$ cat config.mk
export PLATFORM = sky130hd
export DESIGN_NAME = tsp_timer
export DESIGN_NICKNAME = d
export VERILOG_FILES = /design/src/tsp_pkg.sv /design/src/tsp_timer.sv
export VERILOG_INCLUDE_DIRS = /design/src
export SDC_FILE = /design/constraint.sdc
export NUM_CORES = 1
export LEC_CHECK = 0
export BUFFER_PORTS_ARGS = -buffer_cell sky130_fd_sc_hd__buf_2
export CAP_MARGIN = 20
export CELL_PAD_IN_SITES_DETAIL_PLACEMENT = 1
export CELL_PAD_IN_SITES_GLOBAL_PLACEMENT = 1
export CORE_MARGIN = 5
export CORE_UTILIZATION = 40
export DETAILED_ROUTE_END_ITERATION = 7
export PLACE_DENSITY_LB_ADDON = 0.1
export SKIP_CTS_REPAIR_TIMING = 1
export SLEW_MARGIN = 5
export SYNTH_ARGS = -nofsm -noshare
export SYNTH_HDL_FRONTEND = slang
export SYNTH_SLANG_ARGS = --single-unit
$ cat constraint.sdc
create_clock -name clk_i -period 4.7 [get_ports clk_i]
set_input_delay 0.94 -clock clk_i [delete_from_list [all_inputs] [get_ports clk_i]]
set_output_delay 0.94 -clock clk_i [all_outputs]
set_load 0.03 [all_outputs]
$ cat src/tsp_map.svh
/*
 Register map, field positions, reset values and counts of the
 shared-scaler timer block.
 Assumes a 32-bit classic Wishbone slave, byte address = 4 * index.
*/
`ifndef TSP_MAP_SVH
`define TSP_MAP_SVH

// Register indices, byte address is four times the index
`define TSP_IDX_TIMER 8'h01
`define TSP_IDX_INTCTL 8'h0b
`define TSP_IDX_OPTION 8'h81
`define TSP_IDX_PORTADIR 8'h85

// Reset values
`define TSP_RST_TIMER 8'h00
`define TSP_RST_INTCTL 8'h00
`define TSP_RST_OPTION 8'hff
`define TSP_RST_PORTADIR 8'h3f
`define TSP_RST_SCALER 8'h00

// Field positions in interrupt_control
`define TSP_BIT_OVF_EN 5
`define TSP_BIT_OVF_FLAG 2

// Implemented bits of port_a_direction
`define TSP_MASK_PORTADIR 8'h3f

// Instruction cycles of count inhibit after a timer write
`define TSP_INHIBIT_CYC 2'h2

`endif

$ cat src/tsp_pkg.sv
/*
 Types of the shared-scaler timer block.
 Assumes tsp_map.svh holds the numeric constants.
*/
package tsp_pkg;

    // Option configuration fields, bit 7 down to bit 0
    typedef struct packed {
        logic pullup_disable_n;
        logic ext_int_edge_sel;
        logic timer_clock_source_sel;
        logic timer_source_edge_sel;
        logic scaler_assign_sel;
        logic [2:0] scaler_rate_sel;
    } tsp_option_t;

    // Internal phase clocks, one-hot
    typedef enum logic [3:0] {
        PH_ONE = 4'b0001,
        PH_TWO = 4'b0010,
        PH_THREE = 4'b0100,
        PH_FOUR = 4'b1000
    } tsp_phase_t;

endpackage

$ cat src/tsp_timer.sv
/*
 8-bit timer/counter with one 8-bit scaler shared between timer
 (prescaler) and watchdog (postscaler), plus the option register.
 Assumes: classic Wishbone master on clk_i, core strobes on clk_i,
 external clock pin asynchronous, watchdog tick on clk_i.
*/
// Our own choice: the Wishbone slave port.
`timescale 1ns/1ps
`include "tsp_map.svh"

// Contract
// - Unassigned scaler passes external clock straight through
// - Scaler output sampled on phase two and four
// - Option bit 7 disables port A pull-ups
// - Option bit 6 selects interrupt pin edge
// - Option bit 5 selects pin or cycle clock
// - Option bit 4 selects falling or rising pin edge
// - Option bit 3 gives scaler to watchdog
// - Rate code divides timer 2^(n+1), watchdog 2^n
// - One 8-bit scaler, timer or watchdog only
// - Scaler has no software read or write
// - Timer write clears scaler when timer-assigned
// - Watchdog clear clears scaler when watchdog-assigned
// - Assignment may change any time, no reset
// - Option register at 81h, resets all ones
// - Internal clock, no scaler: one count per cycle
// - Timer write blocks counting two instruction cycles
// - Rollover FFh to 00h sets overflow flag
// - Timer stopped during sleep
module tsp_timer (
    input wire logic clk_i,
    input wire logic rst_i,
    input wire logic ce_i,
    // Classic Wishbone slave
    input wire logic cyc_i,
    input wire logic stb_i,
    input wire logic we_i,
    input wire logic [9:0] adr_i,
    input wire logic [3:0] sel_i,
    input wire logic [31:0] dat_i,
    output logic [31:0] dat_o,
    output logic ack_o,
    // Core and pins
    input wire logic timer_ext_clock_pin_i,
    input wire logic sleep_i,
    input wire logic wdt_clear_i,
    input wire logic wdt_tick_i,
    // Outward controls
    output tsp_pkg::tsp_option_t option_o,
    output logic [7:0] port_a_direction_o,
    output logic timer_int_o,
    output logic wdt_post_o,
    output logic wdt_clear_o
);
    import tsp_pkg::*;

    ////////////////////////////////////////////////////////////////
    // Functions
    ////////////////////////////////////////////////////////////////

    // Low-bit mask for a watchdog division of 2^code
    function automatic logic [7:0] rate_mask(input logic [2:0] code);
        logic [7:0] one;
        one = 8'h01;
        rate_mask = 8'((one << code) - one);
    endfunction

    // Register index hit test
    function automatic logic idx_hit(input logic [7:0] idx, input logic [7:0] want);
        idx_hit = (idx == want);
    endfunction

    ////////////////////////////////////////////////////////////////
    // State
    ////////////////////////////////////////////////////////////////

    tsp_phase_t phase_ff; // Current phase clock
    tsp_phase_t nxt_phase;
    logic pin_meta_ff; // First synchroniser stage
    logic pin_sync_ff; // Second synchroniser stage
    logic src_prev_ff; // Source level, last cycle
    logic samp_ff; // Scaler output sampled on phase clocks
    logic [7:0] scaler_ff; // Shared scaler, hidden from software
    logic [7:0] nxt_scaler;
    logic [7:0] timer_count_ff; // Timer count register
    logic [7:0] nxt_timer_count;
    logic [7:0] intctl_ff; // Interrupt control register
    logic [7:0] nxt_intctl;
    tsp_option_t option_ff; // Option configuration register
    tsp_option_t nxt_option;
    logic [7:0] portadir_ff; // Port A direction register
    logic [7:0] nxt_portadir;
    logic [1:0] inhibit_ff; // Instruction cycles left without counting
    logic [1:0] nxt_inhibit;
    logic ack_ff; // Bus acknowledge
    logic [31:0] dat_ff; // Bus read data
    logic timer_int_ff; // Overflow interrupt request
    logic wdt_post_ff; // Postscaler tick to the watchdog
    logic wdt_clear_ff; // Watchdog clear to the watchdog

    ////////////////////////////////////////////////////////////////
    // Bus decode
    ////////////////////////////////////////////////////////////////

    wire logic [7:0] idx = adr_i[9:2]; // Word index
    wire logic take = cyc_i & stb_i & ~ack_ff; // Request taken now
    wire logic wr_lane = take & we_i & sel_i[0]; // Low byte written
    wire logic hit_tmr = idx_hit(idx, `TSP_IDX_TIMER);
    wire logic hit_int = idx_hit(idx, `TSP_IDX_INTCTL);
    wire logic hit_opt = idx_hit(idx, `TSP_IDX_OPTION);
    wire logic hit_pad = idx_hit(idx, `TSP_IDX_PORTADIR);
    wire logic wr_tmr = wr_lane & hit_tmr; // Any timer write
    wire logic wr_int = wr_lane & hit_int;
    wire logic wr_opt = wr_lane & hit_opt;
    wire logic wr_pad = wr_lane & hit_pad;

    // Read selection, unmapped reads zero; the scaler is not mapped
    wire logic [7:0] rd_byte =
        hit_tmr ? timer_count_ff :
        hit_int ? intctl_ff :
        hit_opt ? option_ff :
        hit_pad ? portadir_ff :
        8'h00;

    ////////////////////////////////////////////////////////////////
    // Clock selection and scaler
    ////////////////////////////////////////////////////////////////

    // Option fields in use
    wire logic use_pin = option_ff.timer_clock_source_sel;
    wire logic fall_edge = option_ff.timer_source_edge_sel;
    wire logic to_wdt = option_ff.scaler_assign_sel;
    wire logic [2:0] rate = option_ff.scaler_rate_sel;

    // Instruction-cycle clock level, high in phases three and four
    wire logic cyc_lvl = (phase_ff == PH_THREE) | (phase_ff == PH_FOUR);

    // Falling pin edges become rising ones by inversion
    wire logic pin_lvl = pin_sync_ff ^ fall_edge;

    // Source ahead of the scaler
    wire logic src = use_pin ? pin_lvl : cyc_lvl;
    wire logic src_rise = src & ~src_prev_ff;

    // Scaler bit that rises every 2^(code+1) source edges
    wire logic div_bit = scaler_ff[rate];

    // Watchdog-assigned scaler hands the source straight on
    wire logic pre_out = to_wdt ? src : div_bit;

    // Sampling points of the synchroniser
    wire logic samp_now = (phase_ff == PH_TWO) | (phase_ff == PH_FOUR);
    wire logic sync_rise = samp_now & pre_out & ~samp_ff;

    // Counting gate: no sleep, no pending inhibit
    wire logic inc = sync_rise & ~sleep_i & (inhibit_ff == 2'h0);

    // Rollover from the top count
    wire logic ovf = inc & ~wr_tmr & (timer_count_ff == 8'hff);

    // Scaler clears per assignment
    wire logic scl_clr = (wr_tmr & ~to_wdt) | (wdt_clear_i & to_wdt);

    // Scaler count events per assignment
    wire logic scl_step = to_wdt ? wdt_tick_i : src_rise;

    // Scaler value after this step
    wire logic [7:0] scl_up = 8'(scaler_ff + 8'h01);

    // Watchdog postscaler output, 1:1 at code zero
    wire logic post_hit = to_wdt & wdt_tick_i & ~scl_clr
        & ((scl_up & rate_mask(rate)) == 8'h00);

    ////////////////////////////////////////////////////////////////
    // Next-state logic
    ////////////////////////////////////////////////////////////////

    // Phase rotation
    always_comb begin
        unique case (phase_ff)
            PH_ONE: begin
                nxt_phase = PH_TWO;
            end
            PH_TWO: begin
                nxt_phase = PH_THREE;
            end
            PH_THREE: begin
                nxt_phase = PH_FOUR;
            end
            PH_FOUR: begin
                nxt_phase = PH_ONE;
            end
            default: begin
                nxt_phase = PH_ONE;
            end
        endcase
    end

    // Scaler: clear, count or hold
    always_comb begin
        if (scl_clr) begin
            nxt_scaler = `TSP_RST_SCALER;
        end else if (scl_step) begin
            nxt_scaler = scl_up;
        end else begin
            nxt_scaler = scaler_ff;
        end
    end

    // Timer count: write wins over increment
    always_comb begin
        if (wr_tmr) begin
            nxt_timer_count = dat_i[7:0];
        end else if (inc) begin
            nxt_timer_count = 8'(timer_count_ff + 8'h01);
        end else begin
            nxt_timer_count = timer_count_ff;
        end
    end

    // Inhibit window after a timer write, ends at phase four
    always_comb begin
        if (wr_tmr) begin
            nxt_inhibit = `TSP_INHIBIT_CYC;
        end else if ((phase_ff == PH_FOUR) && (inhibit_ff != 2'h0)) begin
            nxt_inhibit = 2'(inhibit_ff - 2'h1);
        end else begin
            nxt_inhibit = inhibit_ff;
        end
    end

    // Interrupt control: overflow set beats a software clear
    always_comb begin
        nxt_intctl = wr_int ? dat_i[7:0] : intctl_ff;
        if (ovf) begin
            nxt_intctl[`TSP_BIT_OVF_FLAG] = 1'b1;
        end
    end

    // Option register, writable at any time
    always_comb begin
        nxt_option = wr_opt ? tsp_option_t'(dat_i[7:0]) : option_ff;
    end

    // Port A direction, upper bits unimplemented
    always_comb begin
        nxt_portadir = wr_pad ? (dat_i[7:0] & `TSP_MASK_PORTADIR) : portadir_ff;
    end

    ////////////////////////////////////////////////////////////////
    // Pin synchroniser
    ////////////////////////////////////////////////////////////////

    // Two stages before any logic looks at the pin
    always_ff @(posedge clk_i) begin
        if (rst_i) begin
            pin_meta_ff <= 1'b0;
            pin_sync_ff <= 1'b0;
        end else if (ce_i) begin
            pin_meta_ff <= timer_ext_clock_pin_i;
            pin_sync_ff <= pin_meta_ff;
        end
    end

    ////////////////////////////////////////////////////////////////
    // Timing state
    ////////////////////////////////////////////////////////////////

    // Phase, source edge history and phase-clock sample
    always_ff @(posedge clk_i) begin
        if (rst_i) begin
            phase_ff <= PH_ONE;
            // Reset option inverts the idle-low pin to level one: no false edge
            src_prev_ff <= 1'b1;
            samp_ff <= 1'b1;
        end else if (ce_i) begin
            phase_ff <= nxt_phase;
            src_prev_ff <= src;
            if (samp_now) begin
                samp_ff <= pre_out;
            end
        end
    end

    // Scaler and inhibit window
    always_ff @(posedge clk_i) begin
        if (rst_i) begin
            scaler_ff <= `TSP_RST_SCALER;
            inhibit_ff <= 2'h0;
        end else if (ce_i) begin
            scaler_ff <= nxt_scaler;
            inhibit_ff <= nxt_inhibit;
        end
    end

    ////////////////////////////////////////////////////////////////
    // Registers
    ////////////////////////////////////////////////////////////////

    // Software-visible registers
    always_ff @(posedge clk_i) begin
        if (rst_i) begin
            timer_count_ff <= `TSP_RST_TIMER;
            intctl_ff <= `TSP_RST_INTCTL;
            option_ff <= tsp_option_t'(`TSP_RST_OPTION);
            portadir_ff <= `TSP_RST_PORTADIR;
        end else if (ce_i) begin
            timer_count_ff <= nxt_timer_count;
            intctl_ff <= nxt_intctl;
            option_ff <= nxt_option;
            portadir_ff <= nxt_portadir;
        end
    end

    ////////////////////////////////////////////////////////////////
    // Bus answer
    ////////////////////////////////////////////////////////////////

    // One-cycle acknowledge with registered read data
    always_ff @(posedge clk_i) begin
        if (rst_i) begin
            ack_ff <= 1'b0;
            dat_ff <= 32'h0000_0000;
        end else if (ce_i) begin
            ack_ff <= take;
            if (take) begin
                dat_ff <= {24'h00_0000, rd_byte};
            end
        end
    end

    ////////////////////////////////////////////////////////////////
    // Outward strobes
    ////////////////////////////////////////////////////////////////

    // Interrupt request and watchdog strobes
    always_ff @(posedge clk_i) begin
        if (rst_i) begin
            timer_int_ff <= 1'b0;
            wdt_post_ff <= 1'b0;
            wdt_clear_ff <= 1'b0;
        end else if (ce_i) begin
            timer_int_ff <= nxt_intctl[`TSP_BIT_OVF_FLAG]
                & nxt_intctl[`TSP_BIT_OVF_EN];
            wdt_post_ff <= post_hit;
            wdt_clear_ff <= wdt_clear_i;
        end
    end

    ////////////////////////////////////////////////////////////////
    // Outputs
    ////////////////////////////////////////////////////////////////

    // Pull-up disable and interrupt edge leave with the option
    assign option_o = option_ff;
    assign port_a_direction_o = portadir_ff;
    assign dat_o = dat_ff;
    assign ack_o = ack_ff;
    assign timer_int_o = timer_int_ff;
    assign wdt_post_o = wdt_post_ff;
    assign wdt_clear_o = wdt_clear_ff;

endmodule

==> impl.org <==
** Outcome
- The flow ran to the end, and the final reports show no timing, DRC or antenna violations.

** Worst setup path
- In this run the worst path has a maximum fanout of 27.
- The critical path is of the input port to flop type.
- At the worst endpoint, the required time is 4.88 ns.
- Data on the critical path arrives at its endpoint at a little over 3 ns.
- Crit. End Element :: flop
- Element type at the critical path start :: input port

** Drt
- The count of nets left with antenna violations once routing finished came out at 0.
- Summed over all layers, the routed wires come to 10,900 µm.
- For this block, wires on met1 add up to 4900 µm.
- After detailed routing, no signal wire sits above met4.
- Using the TritonRoute via totals, the vias-per-cell ratio works out to approximately 5.8.
- The first detailed-routing pass took 4 iterations.
- Number of DRC markers after the initial detailed-route iteration :: between 100 and 150
- In the detailed route, the total length drawn on met2 is roughly 5300 µm.
- Total via count in the routed design :: approximately 3,400
- Wire segments on met3 add up to 480 µm in the final route.
- Count of unresolved DRC violations after routing :: 0
- After detailed routing, the average wire length per cell comes to between 15 and 20 µm.

** Pwr
- In this run the static leakage power is 1.60 nW.
- Switching power :: about 0.30 mW
- Combinational cell fraction of total power :: 9.6%
- The design draws ~1.2 mW.
- Maximum VDD drop :: about 0.16 mV
- In this run switching power makes up between 20% and 30% of total power.
- Cell internal power dissipation :: 0.895 mW
- Portion of total power attributed to the clock network :: around 47%
- For this design the ratio of total power to cell area is 302 nW/µm².
- In this run, flip-flops and latches consume roughly 44% of the power.

** Timing
- Based on the critical path, the design can be clocked at up to roughly 350 MHz.
- After layout, the minimum clock period comes to slightly below 3 ns.
- Headroom to the max-slew limit came out at between 30% and 40%.
- RSZ-0062 raised after global routing :: false
- Clock skew on the completed layout was measured at 0.0101 ns.
- Final worst path period share :: 61.3%
- Fin. max-slew vios :: 0
- Across all hold checks on the routed design, the worst slack comes to 0.451 ns.
- The number of hold-slack violations in the final timing report was 0.
- For the pin with the worst max-slew slack, the measured transition is roughly 0.99 ns.
- # setup viols final :: 0
- Setup slack on the critical path of the routed design comes to around 1.8 ns.
- Sum of negative setup slack :: 0 ns

** Synth
- Leading post-synthesis cells by cell area :: sky130_fd_sc_hd__dfxtp_1, sky130_fd_sc_hd__nand2_1, sky130_fd_sc_hd__buf_4, sky130_fd_sc_hd__nand3_1, sky130_fd_sc_hd__a21oi_1
- Sorting the synthesized cells by how often they occur yields sky130_fd_sc_hd__nand2_1, sky130_fd_sc_hd__dfxtp_1, sky130_fd_sc_hd__nand3_1, sky130_fd_sc_hd__buf_4, sky130_fd_sc_hd__a21oi_1.
- Cells after synthesis :: 451
- Portion of the post-synthesis area used by sequential elements :: ~33%
- Netlist area before placement :: 3600 µm²
- Of the post-synthesis cell area, the dominant cell type holds 33.3%.
- Post-synth top flop :: sky130_fd_sc_hd__dfxtp_1
- Number of synthesized flops with an enable pin :: 0
- A synthesized cell averages around 8 µm².
- Number of warnings issued by yosys :: 0
- Register bit total from synthesis :: 60
- Yosys instantiated no cell more often than sky130_fd_sc_hd__nand2_1.
- The netlist uses 64 different library cells.
- Of all flip-flops after synthesis, the portion carrying an async set or reset was 0%.
- sky130_fd_sc_hd__dfxtp_1 takes more of the synthesized area than any other cell.

** Floorplanning
- After floorplanning, the core was sized to cover 8760 µm².
- The die is ~100 µm tall.
- Area of the die :: between 10,000 and 15,000 µm²
- Once the floorplan was initialized, standard cells occupied 41.1% of the core.
- The die is between 100 and 150 µm wide.
- Row generation in the floorplan step produced 34 rows.
- During I/O placement, the number of pins put on the boundary was approximately 110.

** Flow run
- The tool flagged a number of max-cap violations equal to 0.

** GRT
- Grt ovf :: 0
- The first global-routing pass estimated approximately 18,000 µm of wire.
- Vias in the first global route :: roughly 3,500
- Global routing used just under 20% of the available tracks.
- Entering global routing, the biggest net connects 37 pins.
- Antenna violations before repair :: 0

** Layout
- The count of cells in the finished layout, fillers not included, comes to between 500 and 600.
- Share of the core filled with cells :: between 40% and 50%
- Layout overhead on the synthesized area :: 10.4%
- Summing all flip-flop and latch instances after layout gives 1200 µm².
- Cells with a size suffix above 1 make up 17.8% of the layout.
- 0 antenna diodes ended up in the layout.
- Fill cells in the final layout number roughly 1,100.
- Summed area of non-filler cells in the final layout :: ~4000 µm²
- Number of nets at the end of the flow :: approximately 540
- Area occupied by multi-input gates :: about 2100 µm²

** Clock tree
- After clock tree synthesis, the clock-pin slew on the worst setup and hold paths is 0.07 ns.
- The later pin in the worst-skew pair is clocked with a latency of 0.34 ns.
- CTS built an H-tree with a depth of 3.
- Buffers inserted during clock tree synthesis total 9.
- The clock passes through at most 2 buffers.
- TritonCTS clock tree :: done
- Clock root buffer master :: sky130_fd_sc_hd__clkbuf_8
- Clock tree synthesis found a total of 60 sinks.

** Hold path
- The tightest min-delay check is of the flop to flop type.

** Place
- In this run the tool buffered the top-level ports with 52 buffer cells.
- In this run, placement finished with an instance count of ~580.
- Worst slack at placement :: roughly 1.4 ns
- RePlAce Congestion :: approximately 0.78
- Total placed instance area :: between 3000 and 4000 µm²
- The wire-length estimate of the detail-placed layout is 7750 µm.
## kinds of logic after synthesis
kind of cell             after synthesis  share of synthesized area (%)
buffers and inverters                 78                           12.0
flip-flops                            60                           33.3
AO/OA/AOI/OAI                        111                           22.4
AND/OR/NAND/NOR                      178                           25.4
adder cells (fa/ha/maj)                4                           1.39
other                                  1                          0.104
XOR/XNOR                               8                           1.95
multiplexers                          11                           3.44
## worst paths after layout
check                start                 to  slack, ns  cells after the start
hold / removal    dat_o[4]           dat_o[4]       0.45                      2
hold reg to reg   dat_o[4]           dat_o[4]       0.45                      2
setup reg to reg   rate[1]  timer_count_ff[1]       2.05                      5
setup / recovery      ce_i            rate[0]       1.82                      7
## flip-flops by register name, summed over array words and instances, names as in the netlist, 3 cells and up
name                count
port_a_direction_o      6
timer_count_ff          8
dat_o                   8
scaler_ff               8
intctl_ff               8
phase_ff                4
rate                    3
## final cells by class
cell class / instances / share of cell area (%)
Sequential cell: 60 / 30.2
Clock inverter: 5 / 2.52
Tap cell: 108 / 3.40
Timing Repair Buffer: 58 / 7.68
Clock buffer: 11 / 3.30
Multi-Input combinational cell: 338 / 51.9
Inverter: 11 / 1.04
## layout by cell type (no fill, tap or decap), drive strengths merged, types with 3 or more instances in the layout
cell type,Yosys,final
a2111oi,3,3
a211oi,7,7
a21o,5,5
a21oi,27,27
a221oi,8,8
a22o,4,4
a31oi,4,4
and3,7,7
buf,46,58
bufinv,0,3
clkbuf,21,11
conb,1,26
dfxtp,60,60
ha,4,4
inv,11,11
mux2i,9,9
nand2,66,66
nand2b,9,9
nand3,31,31
nand4b,4,4
nor2,21,21
nor3,7,7
nor4,10,10
o211a,4,4
o211ai,7,7
o21ai,10,10
o221ai,3,3
o22ai,7,7
or2,5,5
or3,3,3
or4,5,5
xnor2,5,5
xor2,3,3
## metal layers
layer	GRT usage, %	up-vias
met5	0	-
met4	6.94	0
met3	3.95	15
met2	32.8	85
met1	25.1	1684
li1	-	1643
## power by group through the flow
stage	logic, mW	clock network [mW]	registers [mW]
5_1_grt	0.124	0.598	0.523
2_1_floorplan	0.0974	0	0.535
4_1_cts	0.115	0.576	0.522
3_3_place_gp	0.113	0	0.533
3_5_place_dp	0.115	0	0.534
6_report	0.115	0.562	0.522
## critical path, cell delays in order
cell and delay, ns:
sky130_fd_sc_hd__buf_2 0.43, sky130_fd_sc_hd__nand4b_1 0.57, sky130_fd_sc_hd__nor2_1 0.29, sky130_fd_sc_hd__buf_4 0.25, sky130_fd_sc_hd__nand3_1 0.30, sky130_fd_sc_hd__nand2_1 0.18
sky130_fd_sc_hd__nand3_1 0.09
(Power assumes the default switching activity.)
